<file path="src/design/vie_pkg.sv">
package vie_pkg;
    // Exit codes handed to the hypervisor; values are arbitrary
    localparam logic [31:0] IPI_INCOMPLETE_EXIT_CODE = 32'h0000_0401;
    localparam logic [31:0] UNACCELERATED_ACCESS_EXIT_CODE = 32'h0000_0402;
    // Failure cause codes of the second detail word
    localparam logic [31:0] CAUSE_BAD_TYPE = 32'h0000_0000;
    localparam logic [31:0] CAUSE_NOT_RUNNING = 32'h0000_0001;
    localparam logic [31:0] CAUSE_BAD_TARGET = 32'h0000_0002;
    localparam logic [31:0] CAUSE_BAD_BACKING = 32'h0000_0003;
    localparam logic [31:0] CAUSE_MAX = 32'h0000_0003;
    // Target limits
    localparam logic [7:0] MAX_CLUSTER = 8'h40;
    localparam logic [9:0] MAX_PHYSICAL = 10'h200;
    // Completion register offset and access info field positions
    localparam logic [11:0] COMPLETION_OFFSET = 12'h0B0;
    localparam int RW_BIT = 32;
    localparam int OFFSET_LSB = 4;
    localparam int OFFSET_MSB = 11;
    // Wishbone byte offsets
    localparam logic [7:0] REG_FIRST_LO = 8'h00;
    localparam logic [7:0] REG_FIRST_HI = 8'h04;
    localparam logic [7:0] REG_SECOND_LO = 8'h08;
    localparam logic [7:0] REG_SECOND_HI = 8'h0C;
    localparam logic [7:0] REG_EXIT_CODE = 8'h10;
    localparam logic [7:0] REG_STATUS = 8'h14;
    localparam logic [7:0] REG_MASK = 8'h18;
    localparam logic [7:0] REG_CONTROL = 8'h1C;
    // Status, mask and control layout
    localparam int ST_IPI = 0;
    localparam int ST_NOACCEL = 1;
    localparam int STATUS_WIDTH = 2;
    localparam int CTRL_ENABLE = 0;
    localparam logic [STATUS_WIDTH-1:0] MASK_RESET = 2'h0;
    localparam logic CTRL_RESET = 1'b1;

    typedef struct packed {
        logic valid;
        logic [31:0] cmdHigh;
        logic [31:0] cmdLow;
        logic levelTrigger;
        logic destUnsupported;
        logic broadcast;
        logic logicalMode;
        logic [7:0] cluster;
        logic [9:0] target;
        logic logEntryValid;
        logic physEntryValid;
        logic backingValid;
        logic onCore;
        logic [7:0] logIndex;
        logic [7:0] physIndex;
    } vie_ipi_req_type;

    typedef struct packed {
        logic valid;
        logic write;
        logic [11:0] offset;
        logic accelerated;
        logic eoiLevel;
        logic [7:0] vector;
    } vie_acc_req_type;

    typedef struct packed {
        logic fail;
        logic [31:0] code;
        logic [7:0] index;
    } vie_cause_type;

    typedef struct packed {
        logic [31:0] code;
        logic [63:0] first;
        logic [63:0] second;
    } vie_exit_record_type;
endpackage
</file>
<file path="src/design/vie_cause_classifier.sv">
`timescale 1ns/10ps
// Decides whether an IPI attempt failed and why
module vie_cause_classifier (
    input wire vie_pkg::vie_ipi_req_type ipiReq, // Sampled IPI attempt
    output vie_pkg::vie_cause_type cause // Failure verdict
);
    logic badTarget;
    logic [7:0] tableIndex;

    // Shorthand and broadcast always index the physical table
    always_comb
    begin
        tableIndex = ipiReq.physIndex;
        if (!ipiReq.broadcast && ipiReq.logicalMode)
        begin
            tableIndex = ipiReq.logIndex;
        end
    end

    // Broadcast skips invalid physical entries, so only directed ones fail
    always_comb
    begin
        badTarget = 1'b0;
        if (!ipiReq.broadcast && ipiReq.logicalMode)
        begin
            badTarget = (ipiReq.cluster > vie_pkg::MAX_CLUSTER)
                || !ipiReq.logEntryValid;
        end
        else if (!ipiReq.broadcast)
        begin
            badTarget = (ipiReq.target > vie_pkg::MAX_PHYSICAL)
                || !ipiReq.physEntryValid;
        end
    end

    // Type faults first, then lookup, then backing page, then scheduling
    always_comb
    begin
        cause.fail = 1'b1;
        cause.code = vie_pkg::CAUSE_BAD_TYPE;
        cause.index = 8'h00;
        if (ipiReq.levelTrigger || ipiReq.destUnsupported)
        begin
            cause.code = vie_pkg::CAUSE_BAD_TYPE;
        end
        else if (badTarget)
        begin
            cause.code = vie_pkg::CAUSE_BAD_TARGET;
            cause.index = tableIndex;
        end
        else if (!ipiReq.backingValid)
        begin
            cause.code = vie_pkg::CAUSE_BAD_BACKING;
            cause.index = tableIndex;
        end
        else if (!ipiReq.onCore)
        begin
            cause.code = vie_pkg::CAUSE_NOT_RUNNING;
            cause.index = tableIndex;
        end
        else
        begin
            cause.fail = 1'b0;
        end
    end
endmodule

</file>
<file path="src/design/vie_exit_reporter.sv">
`timescale 1ns/10ps
module vie_exit_reporter (
    input wire logic clock, // Core clock, 25 MHz
    input wire logic sys_rst, // Async reset, active high
    input wire vie_pkg::vie_ipi_req_type ipiReq, // IPI attempt, one cycle
    input wire vie_pkg::vie_acc_req_type accReq, // Guest register access, one cycle
    input wire logic wb_cyc_i, // Wishbone cycle
    input wire logic wb_stb_i, // Wishbone strobe
    input wire logic wb_we_i, // Wishbone write enable
    input wire logic [7:0] wb_adr_i, // Wishbone byte address
    input wire logic [3:0] wb_sel_i, // Wishbone byte selects
    input wire logic [31:0] wb_dat_i, // Wishbone write data
    output logic [31:0] wb_dat_o, // Wishbone read data
    output logic wb_ack_o, // Wishbone acknowledge
    output logic irq, // Level interrupt
    output logic exitEvent, // Pulse: new exit record
    output vie_pkg::vie_exit_record_type exitRecord // Latest exit record
);
    vie_pkg::vie_cause_type ipiCause;
    logic [vie_pkg::STATUS_WIDTH-1:0] status;
    logic [vie_pkg::STATUS_WIDTH-1:0] mask;
    logic [vie_pkg::STATUS_WIDTH-1:0] statusSet;
    logic [vie_pkg::STATUS_WIDTH-1:0] statusClear;
    logic enable;
    logic ipiTake;
    logic accExitCond;
    logic accTake;
    logic completionWrite;
    logic wbHit;
    logic wbWrite;
    logic [31:0] next_readData;
    vie_pkg::vie_exit_record_type next_record;

    vie_cause_classifier classifier (
        .ipiReq(ipiReq),
        .cause(ipiCause)
    );

    // Event decode; an IPI exit wins a same-cycle clash with an access exit
    assign completionWrite = accReq.write
        && (accReq.offset == vie_pkg::COMPLETION_OFFSET);
    assign accExitCond = accReq.valid && (!accReq.accelerated
        || (completionWrite && accReq.eoiLevel));
    assign ipiTake = enable && ipiReq.valid && ipiCause.fail;
    assign accTake = enable && accExitCond && !ipiTake;

    // Build the whole record before it is stored
    always_comb
    begin
        next_record = exitRecord;
        if (ipiTake)
        begin
            next_record.code = vie_pkg::IPI_INCOMPLETE_EXIT_CODE;
            next_record.first = {ipiReq.cmdHigh, ipiReq.cmdLow};
            next_record.second = {ipiCause.code, 24'h000000,
                ipiCause.index};
        end
        else if (accTake)
        begin
            next_record.code = vie_pkg::UNACCELERATED_ACCESS_EXIT_CODE;
            next_record.first = 64'h0000000000000000;
            next_record.first[vie_pkg::RW_BIT] = accReq.write;
            next_record.first[vie_pkg::OFFSET_MSB:vie_pkg::OFFSET_LSB] =
                accReq.offset[vie_pkg::OFFSET_MSB:vie_pkg::OFFSET_LSB];
            next_record.second = 64'h0000000000000000;
            if (completionWrite)
            begin
                next_record.second[7:0] = accReq.vector;
            end
        end
    end

    // One edge writes code and both words, so no torn record is visible
    always_ff @(posedge clock or posedge sys_rst)
    begin
        if (sys_rst)
        begin
            exitRecord <= '0;
            exitEvent <= 1'b0;
        end
        else
        begin
            exitRecord <= next_record;
            exitEvent <= ipiTake || accTake;
        end
    end

    // Wishbone single-cycle slave, answers one cycle after the strobe
    assign wbHit = wb_cyc_i && wb_stb_i && !wb_ack_o;
    // Writes land on the ack edge, where the master still holds its data
    assign wbWrite = wb_cyc_i && wb_stb_i && wb_ack_o && wb_we_i && wb_sel_i[0];

    always_ff @(posedge clock or posedge sys_rst)
    begin
        if (sys_rst)
        begin
            wb_ack_o <= 1'b0;
        end
        else
        begin
            wb_ack_o <= wbHit;
        end
    end

    // Read mux; unmapped addresses read zero
    always_comb
    begin
        next_readData = 32'h00000000;
        if (wb_adr_i == vie_pkg::REG_FIRST_LO)
        begin
            next_readData = exitRecord.first[31:0];
        end
        else if (wb_adr_i == vie_pkg::REG_FIRST_HI)
        begin
            next_readData = exitRecord.first[63:32];
        end
        else if (wb_adr_i == vie_pkg::REG_SECOND_LO)
        begin
            next_readData = exitRecord.second[31:0];
        end
        else if (wb_adr_i == vie_pkg::REG_SECOND_HI)
        begin
            next_readData = exitRecord.second[63:32];
        end
        else if (wb_adr_i == vie_pkg::REG_EXIT_CODE)
        begin
            next_readData = exitRecord.code;
        end
        else if (wb_adr_i == vie_pkg::REG_STATUS)
        begin
            next_readData[vie_pkg::STATUS_WIDTH-1:0] = status;
        end
        else if (wb_adr_i == vie_pkg::REG_MASK)
        begin
            next_readData[vie_pkg::STATUS_WIDTH-1:0] = mask;
        end
        else if (wb_adr_i == vie_pkg::REG_CONTROL)
        begin
            next_readData[vie_pkg::CTRL_ENABLE] = enable;
        end
    end

    // Read data is sampled with the strobe so it lines up with ack
    always_ff @(posedge clock or posedge sys_rst)
    begin
        if (sys_rst)
        begin
            wb_dat_o <= 32'h00000000;
        end
        else if (wbHit && !wb_we_i)
        begin
            wb_dat_o <= next_readData;
        end
    end

    // Mask and enable, low byte lane only
    always_ff @(posedge clock or posedge sys_rst)
    begin
        if (sys_rst)
        begin
            mask <= vie_pkg::MASK_RESET;
            enable <= vie_pkg::CTRL_RESET;
        end
        else if (wbWrite && wb_adr_i == vie_pkg::REG_MASK)
        begin
            mask <= wb_dat_i[vie_pkg::STATUS_WIDTH-1:0];
        end
        else if (wbWrite && wb_adr_i == vie_pkg::REG_CONTROL)
        begin
            enable <= wb_dat_i[vie_pkg::CTRL_ENABLE];
        end
    end

    // Sticky events; a set in the clearing cycle survives
    assign statusSet = {accTake, ipiTake};
    assign statusClear = (wbWrite && wb_adr_i == vie_pkg::REG_STATUS)
        ? wb_dat_i[vie_pkg::STATUS_WIDTH-1:0] : '0;

    always_ff @(posedge clock or posedge sys_rst)
    begin
        if (sys_rst)
        begin
            status <= '0;
        end
        else
        begin
            status <= (status & ~statusClear) | statusSet;
        end
    end

    // Registered so irq rises one cycle after the status bit
    always_ff @(posedge clock or posedge sys_rst)
    begin
        if (sys_rst)
        begin
            irq <= 1'b0;
        end
        else
        begin
            irq <= |(status & mask);
        end
    end

    // Checks
    logic typeOk;
    logic targetOk;
    assign typeOk = !ipiReq.levelTrigger && !ipiReq.destUnsupported;
    assign targetOk = ipiReq.broadcast || (ipiReq.logicalMode
        ? (ipiReq.cluster <= vie_pkg::MAX_CLUSTER && ipiReq.logEntryValid)
        : (ipiReq.target <= vie_pkg::MAX_PHYSICAL && ipiReq.physEntryValid));

    // Expected index from the mode bits alone, not from the classifier
    logic [7:0] modeIndex;
    assign modeIndex = (ipiReq.broadcast || !ipiReq.logicalMode)
        ? ipiReq.physIndex : ipiReq.logIndex;

    // Accelerated traffic must stay inside the guest
    logic accQuiet;
    assign accQuiet = accReq.valid && accReq.accelerated
        && !(completionWrite && accReq.eoiLevel) && !ipiReq.valid;

    // Status sticky until cleared; irq one cycle behind it
    logic irqCond;
    logic [vie_pkg::STATUS_WIDTH-1:0] statusKeep;
    assign irqCond = |(status & mask);
    assign statusKeep = status & ~statusClear;
endmodule

</file>
<file path="config.mk">
export PLATFORM = sky130hd
export DESIGN_NAME = vie_exit_reporter
export DESIGN_NICKNAME = d
export VERILOG_FILES = /design/src/design/vie_pkg.sv /design/src/design/vie_cause_classifier.sv /design/src/design/vie_exit_reporter.sv
export SDC_FILE = /design/constraint.sdc
export NUM_CORES = 1
export LEC_CHECK = 0
export ABC_AREA = 0
export BUFFER_PORTS_ARGS = -buffer_cell sky130_fd_sc_hd__buf_2
export CORE_AREA = 2 2 147 149
export DETAILED_ROUTE_END_ITERATION = 10
export DIE_AREA = 0 0 149 151
export GPL_TIMING_DRIVEN = 0
export PLACE_DENSITY = 0.7
export SYNTH_ARGS = -nofsm -noshare
export SYNTH_HDL_FRONTEND = slang
export SYNTH_HIERARCHICAL = 1
export SYNTH_SLANG_ARGS = --single-unit
</file>
<file path="constraint.sdc">
create_clock -name clock -period 5.2 [get_ports clock]
set_clock_uncertainty 0.15 [all_clocks]
set_input_delay 0.52 -clock clock [delete_from_list [all_inputs] [get_ports clock]]
set_output_delay 0.52 -clock clock [all_outputs]
set_load 0.01 [all_outputs]
</file>
==> metrics.txt, run 1 <==
status=finished, final reports clean; R2R Setup Slk=2.60 ns; Setup crit start=ipiReq[25]; critical path's largest stage delay=0.54 ns; post-synth cell types=57; Initial Util=35.3%; post-synth top area cell=dfrtp_1; RSZ-0062 raised after global routing=no; Async SR Flop Fraction=100%; stages on the worst setup path=12; Arr. time, crit path=~3.6 ns; # clock sinks=147; final period utilization=64.9%; DR pass1 iterations=5; register area share after synthesis=50.1%; vias in the first global route=6282; cells after synthesis=649; post-synth top area share=between 40% and 50%; die area=0.0225 mm^2; port buffer count=283; final setup fails=0; die width=149 um; Placement Setup Slack=1.32 ns; CP most frequent cell=buf_2; CP required=5.41 ns; Root Buffer=clkbuf_16; post-cts sizing count=0; DRC viols=0; CP max FO=10; die height=approximately 150 um; Critical Path Source Type=input port; CTS hold repair buffers=0; gr usage total=between 20% and 30%; Final nets=between 1000 and 1500; Worst Tran Pin Value=0.770 ns; Layout Utilization=between 40% and 50%; Rel. slew slack=approximately half; crit-path leading delay family=compound AO/OA/AOI/OAI gates; max-slew violations=0; CTS Buf Count=17; max frequency=296 MHz; H-Tree Level Count=4; pwr dens=274 mW/mm^2; # IOs=375; final setup margin=~1.8 ns; Syn. warnings=6; number of synthesized flops with an enable pin=0; min cycle time layout=about 3.4 ns; Hold WS=0.0535 ns; most instantiated cells after synthesis=146 x dfrtp_1, 95 x a22o_1, 83 x buf_4; Worst-Skew Late Latency=0.43 ns; largest net degree at the start of global routing=81; P_leak=~0.0054 uW; Hold Path Class=in -> async; CTS tree=built; WS Path Type=in -> reg; CTS clk-pin slew, worst paths=about 0.060 ns; core area=0.0208 mm^2; Total Wirelength=between 20000 and 30000 um; worst reg2reg path depth=6; most instantiated library cell after synthesis=dfrtp_1; crit path cell chain=buf_2, or4_1, o41ai_2, a221o_2, buf_6, nand3b_1, nand2_1, o21ai_0, a22oi_2, buf_2, buf_2, a22o_1; Layout Area Growth over Synthesis=37.3%; prevailing post-synth register cell=dfrtp_1; Cell Rows=53; post-route ant nets=0; crit path capture type=register; Post-CTS Setup Inserts=0; worst r2r dst=wb_dat_o[22]; initial antenna violation count=2; r2r startpoint=wb_ack_o; half-perimeter wire length after placement=approximately 19000 um; Routed wire per std cell=19.2 um; fraction of layout cells with a size suffix above 1=43.5%; Slowest cell on crit path=or4_1; DR iter-0 viols=335; Mapped Area=~0.0074 mm^2; VDD IR max=roughly 0.19 mV; Via-to-Cell Ratio=4.93; Avg Synthesized Cell Area=between 10 and 15 um^2; Final Hold Fails=0; first-pass GRT wire length=~37000 um; Synth Register Bits=about 150; Vias=approximately 6500; max cap viols=0; Clock Tree Buf Depth=2; CP bufs+invs=4; routability cong.=0.882; setup_tns=0 ns; GR Overflow Total=0; Synth area leaders=dfrtp_1 50%, a22o_1 11%, buf_4 8.5%
==> worst reg2reg max path, cell delays in order (launching register included) <==
cell and delay, ns:
dfrtp_1 0.40, or4bb_1 0.50, clkbuf_1 0.23, or3_1 0.49, nand2b_4 0.23, clkbuf_1 0.26, o21ai_0 0.25
==> where the power goes <==
group	switching (uW)	leakage, uW	internal, uW	total [uW]
logic	135	0.00309	120	255
registers	10.6	0.00205	1150	1170
clock network	523	0.000305	824	1350
total	668	0.00544	2100	2770
==> registers in the layout, summed over array words and instances (netlist names) <==
| name | cells |
|---|---|
| exitRecord | 107 |
| mask | 2 |
| wb_ack_o | 1 |
| status | 2 |
| irq | 1 |
| enable | 1 |
| wb_dat_o | 32 |
| exitEvent | 1 |
==> placed cells by master (no fill, tap or decap), types with 5 or more instances in the layout <==
cell       synthesis  routed
a211oi_1          14      14
a21oi_1           19      19
a221o_1            8       8
a22o_1            95      95
a22oi_1           23      23
and2_1            10      10
buf_2              7     290
buf_4             83      83
clkbuf_1          40      41
clkbuf_16          0      17
conb_1             2      83
dfrtp_1          146     146
mux2_2            28      28
mux2i_1           12      12
mux4_2             6       6
nand2_1           32      32
nand3_1            5       5
nor2_1             9       9
nor2b_1            5       5
nor3_1            10      10
nor3b_1            6       6
o21ai_0           26      26
o21ai_1            6       6
==> final cells by class <==
cell class | count | area, um^2
Clock inverter | 13 | 196
Inverter | 5 | 23.8
Multi-Input combinational cell | 443 | 3120
Fill cell | 1976 | 10700
Antenna cell | 2 | 5.00
Buffer | 135 | 835
Clock buffer | 19 | 443
Timing Repair Buffer | 284 | 1440
Sequential cell | 147 | 3680
Tap cell | 275 | 344
==> cell families after synthesis <==
| group | share of synthesized area (%) |
|---|---|
| multiplexers | 7.76 |
| AND/OR/NAND/NOR | 8.44 |
| flip-flops | 50.1 |
| buffers and inverters | 11.6 |
| AO/OA/AOI/OAI | 22.0 |
| other | 0.102 |
==> how the worst max path moves through the flow <==
stage	slack (ns)	end
6_report	1.83	exitRecord[62]
5_1_grt	1.60	exitRecord[66]
4_1_cts	1.76	exitRecord[66]
3_5_place_dp	1.32	exitRecord[58]
3_3_place_gp	-1.20	exitEvent
2_1_floorplan	0.58	exitEvent
==> per-stage QoR <==
stage                     cells  power [uW]  cell area (um^2)
after floorplan             730        1330              7660
after global placement     1288        1440              9420
after detailed placement   1289        1440              9450
after CTS                  1321        2780             10100
after global routing       1322        2870             10100
final                      1323        2770             10100
==> layer usage <==
metal / up-vias / wire length, um / part of all wire [%] / global-route usage, %
li1: 3044 / - / - / -
met2: 298 / 12600 / 50 / 37.7
met3: 35 / 1750 / 6.9 / 5.15
met4: 2 / 508 / 2.0 / 7.71
met5: - / 7 / 0.028 / 0
met1: 3143 / 10500 / 41 / 28.0
No activity file was read; power rests on OpenSTA's default activity.
==> run 2: changes to the inputs <==
ABC_AREA = 1   (was 0)
PLACE_DENSITY = 0.72   (was 0.7)
clock period = 3.45 ns   (was 5.2 ns; I/O delays follow)
==> run 2 against run 1 <==
Effect of this change: first-iteration DRC count rose by 39%; count of clock-buffer cells in the layout decreased by 1; final cell count up 31%; sequential share of layout area fell by 3.2 points; area after synthesis increased by 6.0%; clock power increased by 33%; largest power group is now registers; via count increased by 26%; global-route usage increased by 2.6 points; cell area is 9.6% higher.
==> metrics.txt, run 2 <==
GR Overflow Total=0 (unchanged); r2r startpoint=enable; first-pass GRT wire length=42500 um (+14%); Cell Rows=53 (unchanged); Async SR Flop Fraction=100% (unchanged); worst r2r dst=exitRecord[97]; min cycle time layout=2.56 ns; Hold Path Class=in -> reg; most instantiated cells after synthesis=362 x nand2_1, 146 x dfrtp_1, 108 x nand3_1; port buffer count=287 (+1.4%); die area=0.0225 mm^2 (unchanged); Syn. warnings=6 (unchanged); RSZ-0062 raised after global routing=no; Simple-Gate Fraction of Synth Area=32.2% (+24 points); Layout Area Growth over Synthesis=41.9%; setup_tns=0 ns (unchanged); Worst-Skew Late Latency=0.44 ns (about the same); Rel. slew slack=51.7% (+3.1 points); largest net degree at the start of global routing=42 (-48%); max FFs per register=107 (unchanged); DR pass1 iterations=5 (unchanged); most instantiated library cell after synthesis=nand2_1; final setup margin=0.892 ns (-0.933 ns); CTS clk-pin slew, worst paths=0.06 ns (about the same); Routed wire per std cell=16.3 um (-15%); P_leak=0.00640 uW (+18%); post-cts sizing count=0 (unchanged); VDD IR max=0.310 mV (+60%); DRC viols=0 (unchanged); status=finished, final reports clean; leading cell type in the layout, fill and taps excluded=nand2_1; Root Buffer=clkbuf_16; multiplexer area fraction after synthesis=0% (-7.8 points); Placement Setup Slack=0.414 ns (-0.907 ns); Worst Tran Pin Value=0.724 ns (-0.0459 ns); Final nets=1621 (+34%); CTS Buf Count=17 (unchanged); Clock Tree Buf Depth=2 (unchanged); Synth Register Bits=147 (unchanged); Min-Delay Path Depth=3; cells after synthesis=996 (+53%); fillers=1966 (-0.51%); die width=149 um (unchanged); top flop regs=exitRecord (107), wb_dat_o (32); # diodes=0 (-2); # clock sinks=147 (unchanged); vias in the first global route=7925 (+26%); number of synthesized flops with an enable pin=0 (unchanged); DR iter-0 viols=466 (+39%); worst reg2reg path depth=6 (unchanged); H-Tree Level Count=4 (unchanged); CP max FO=10 (unchanged); Avg Synthesized Cell Area=7.83 um^2 (-31%); largest family of logic cells by synthesized area=simple AND/OR/NAND/NOR gates; commonest non-fill, non-tap cells in the layout=362 x nand2_1, 310 x buf_2, 146 x dfrtp_1, 108 x nand3_1, 85 x buf_4; Mapped Area=0.00780 mm^2 (+6.0%); post-synth cell types=29 (-49%); crit path capture type=register; gr usage total=24.8% (+2.6 points); Synth area leaders=dfrtp_1 47%, nand2_1 17%, buf_4 8.2%; Critical Path Source Type=input port; pwr dens=379 mW/mm^2 (+38%); Hold Crit Start=ipiReq[75]; Initial Util=37.4% (+2.1 points); die height=151 um (unchanged); largest register by flop count=exitRecord; Compound-Gate Fraction of Synth Area=6.71% (-15 points); Final Hold Fails=0 (unchanged); post-synth top area share=46.9% (-2.8 points); CP required=3.66 ns (-1.75 ns); half-perimeter wire length after placement=20700 um (+6.4%); worst min-delay path endpoint=exitRecord[97]; routability cong.=0.880 (-0.22%); DP Area=0.00994 mm^2 (+5.2%); CTS tree=built; Post-Synth XOR/XNOR Area=0% (unchanged); fraction of layout cells with a size suffix above 1=32.0% (-11 points); max cap viols=0 (unchanged); post-route ant nets=0 (unchanged); Hold WS=0.0209 ns (-0.0327 ns); Total Wirelength=28200 um (+11%); WS Path Type=in -> reg; overall power=4190 uW (+51%); R2R Setup Slk=1.15 ns (-1.45 ns); Arr. time, crit path=2.77 ns (-0.82 ns); register area share after synthesis=47.2% (-2.9 points); post-route cell area=0.0111 mm^2 (+9.6%); post-synth top area cell=dfrtp_1; initial antenna violation count=0 (-2); final setup fails=0 (unchanged); Vias=8214 (+26%); max-slew violations=0 (unchanged); max frequency=391 MHz; Via-to-Cell Ratio=4.75 (-3.6%); core area=0.0208 mm^2 (unchanged); prevailing post-synth register cell=dfrtp_1; # IOs=375 (unchanged); adder-cell area share of the yosys netlist=0% (unchanged); final period utilization=74.1%
[run 2: power breakdown]
part           internal [uW]  switching, uW
clock network           1020            780
logic                    272            281
registers               1790           47.2
total                   3080           1110
[run 2: timing repair]
item / 4_1_cts / 5_1_grt
hold buffers: 55 / 0
endpoints found under the hold margin: 79 / 0
setup endpoints to repair: 0 / 0
setup buffers: 0 / 0
[run 2: cell type report]
class / instances / area [um^2] / area share [%]
clock inverter: 14 / 128 / 1.15
buffer: 142 / 918 / 8.30
inverter: 42 / 161 / 1.46
multi-input combinational: 746 / 3340 / 30.2
clock buffer: 18 / 439 / 3.97
tap: 275 / 344 / 3.11
sequential: 147 / 3680 / 33.3
timing repair buffer: 345 / 2050 / 18.5
[run 2: cells by family (layout without fill, tap and decap cells)]
kind of cell | Yosys count | after routing
buf+inv | 184 | 561
compound gates | 90 | 90
other cells | 2 | 83
simple gates | 573 | 573
flops | 147 | 147
[run 2: layer usage]
| layer | wire, um | vias to the layer above | GRT usage (%) |
|---|---|---|---|
| met3 | 1930 | 62 | 5.06 |
| met5 | 0 | - | 0 |
| met4 | 824 | 0 | 10.4 |
| met1 | 12100 | 3839 | 32.1 |
| met2 | 13400 | 346 | 40.7 |
| li1 | - | 3967 | - |
[run 2: how the worst max path moves through the flow]
stage	start	end	slack, ns
6_report	ipiReq[26]	exitRecord[92]	0.89
5_1_grt	ipiReq[26]	exitRecord[34]	0.57
4_1_cts	ipiReq[26]	exitRecord[92]	0.86
3_5_place_dp	ipiReq[26]	exitRecord[92]	0.41
3_3_place_gp	sys_rst	exitRecord[110]	0.13
2_1_floorplan	sys_rst	exitEvent	1.11
[run 2: critical path, cell delays in order]
cell and delay, ns:
buf_2 0.09, nor2_1 0.09, nand2_1 0.05, nor2_1 0.09, nand2_1 0.06, nand2_1 0.06, nand2_1 0.04, nand2_1 0.09
buf_6 0.14, nand3_1 0.07, nand3_1 0.21, clkbuf_1 0.57, clkbuf_1 0.57, nand3_1 0.18, nand2_1 0.10
[run 2: metrics by stage]
| step | util [%] | std cells |
|---|---|---|
| after floorplan | - | 1077 |
| after global placement | 47.5 | 1639 |
| after detailed placement | 47.8 | 1642 |
| after CTS | 53.1 | 1729 |
| after global routing | 53.1 | 1729 |
| final | 53.1 | 1729 |
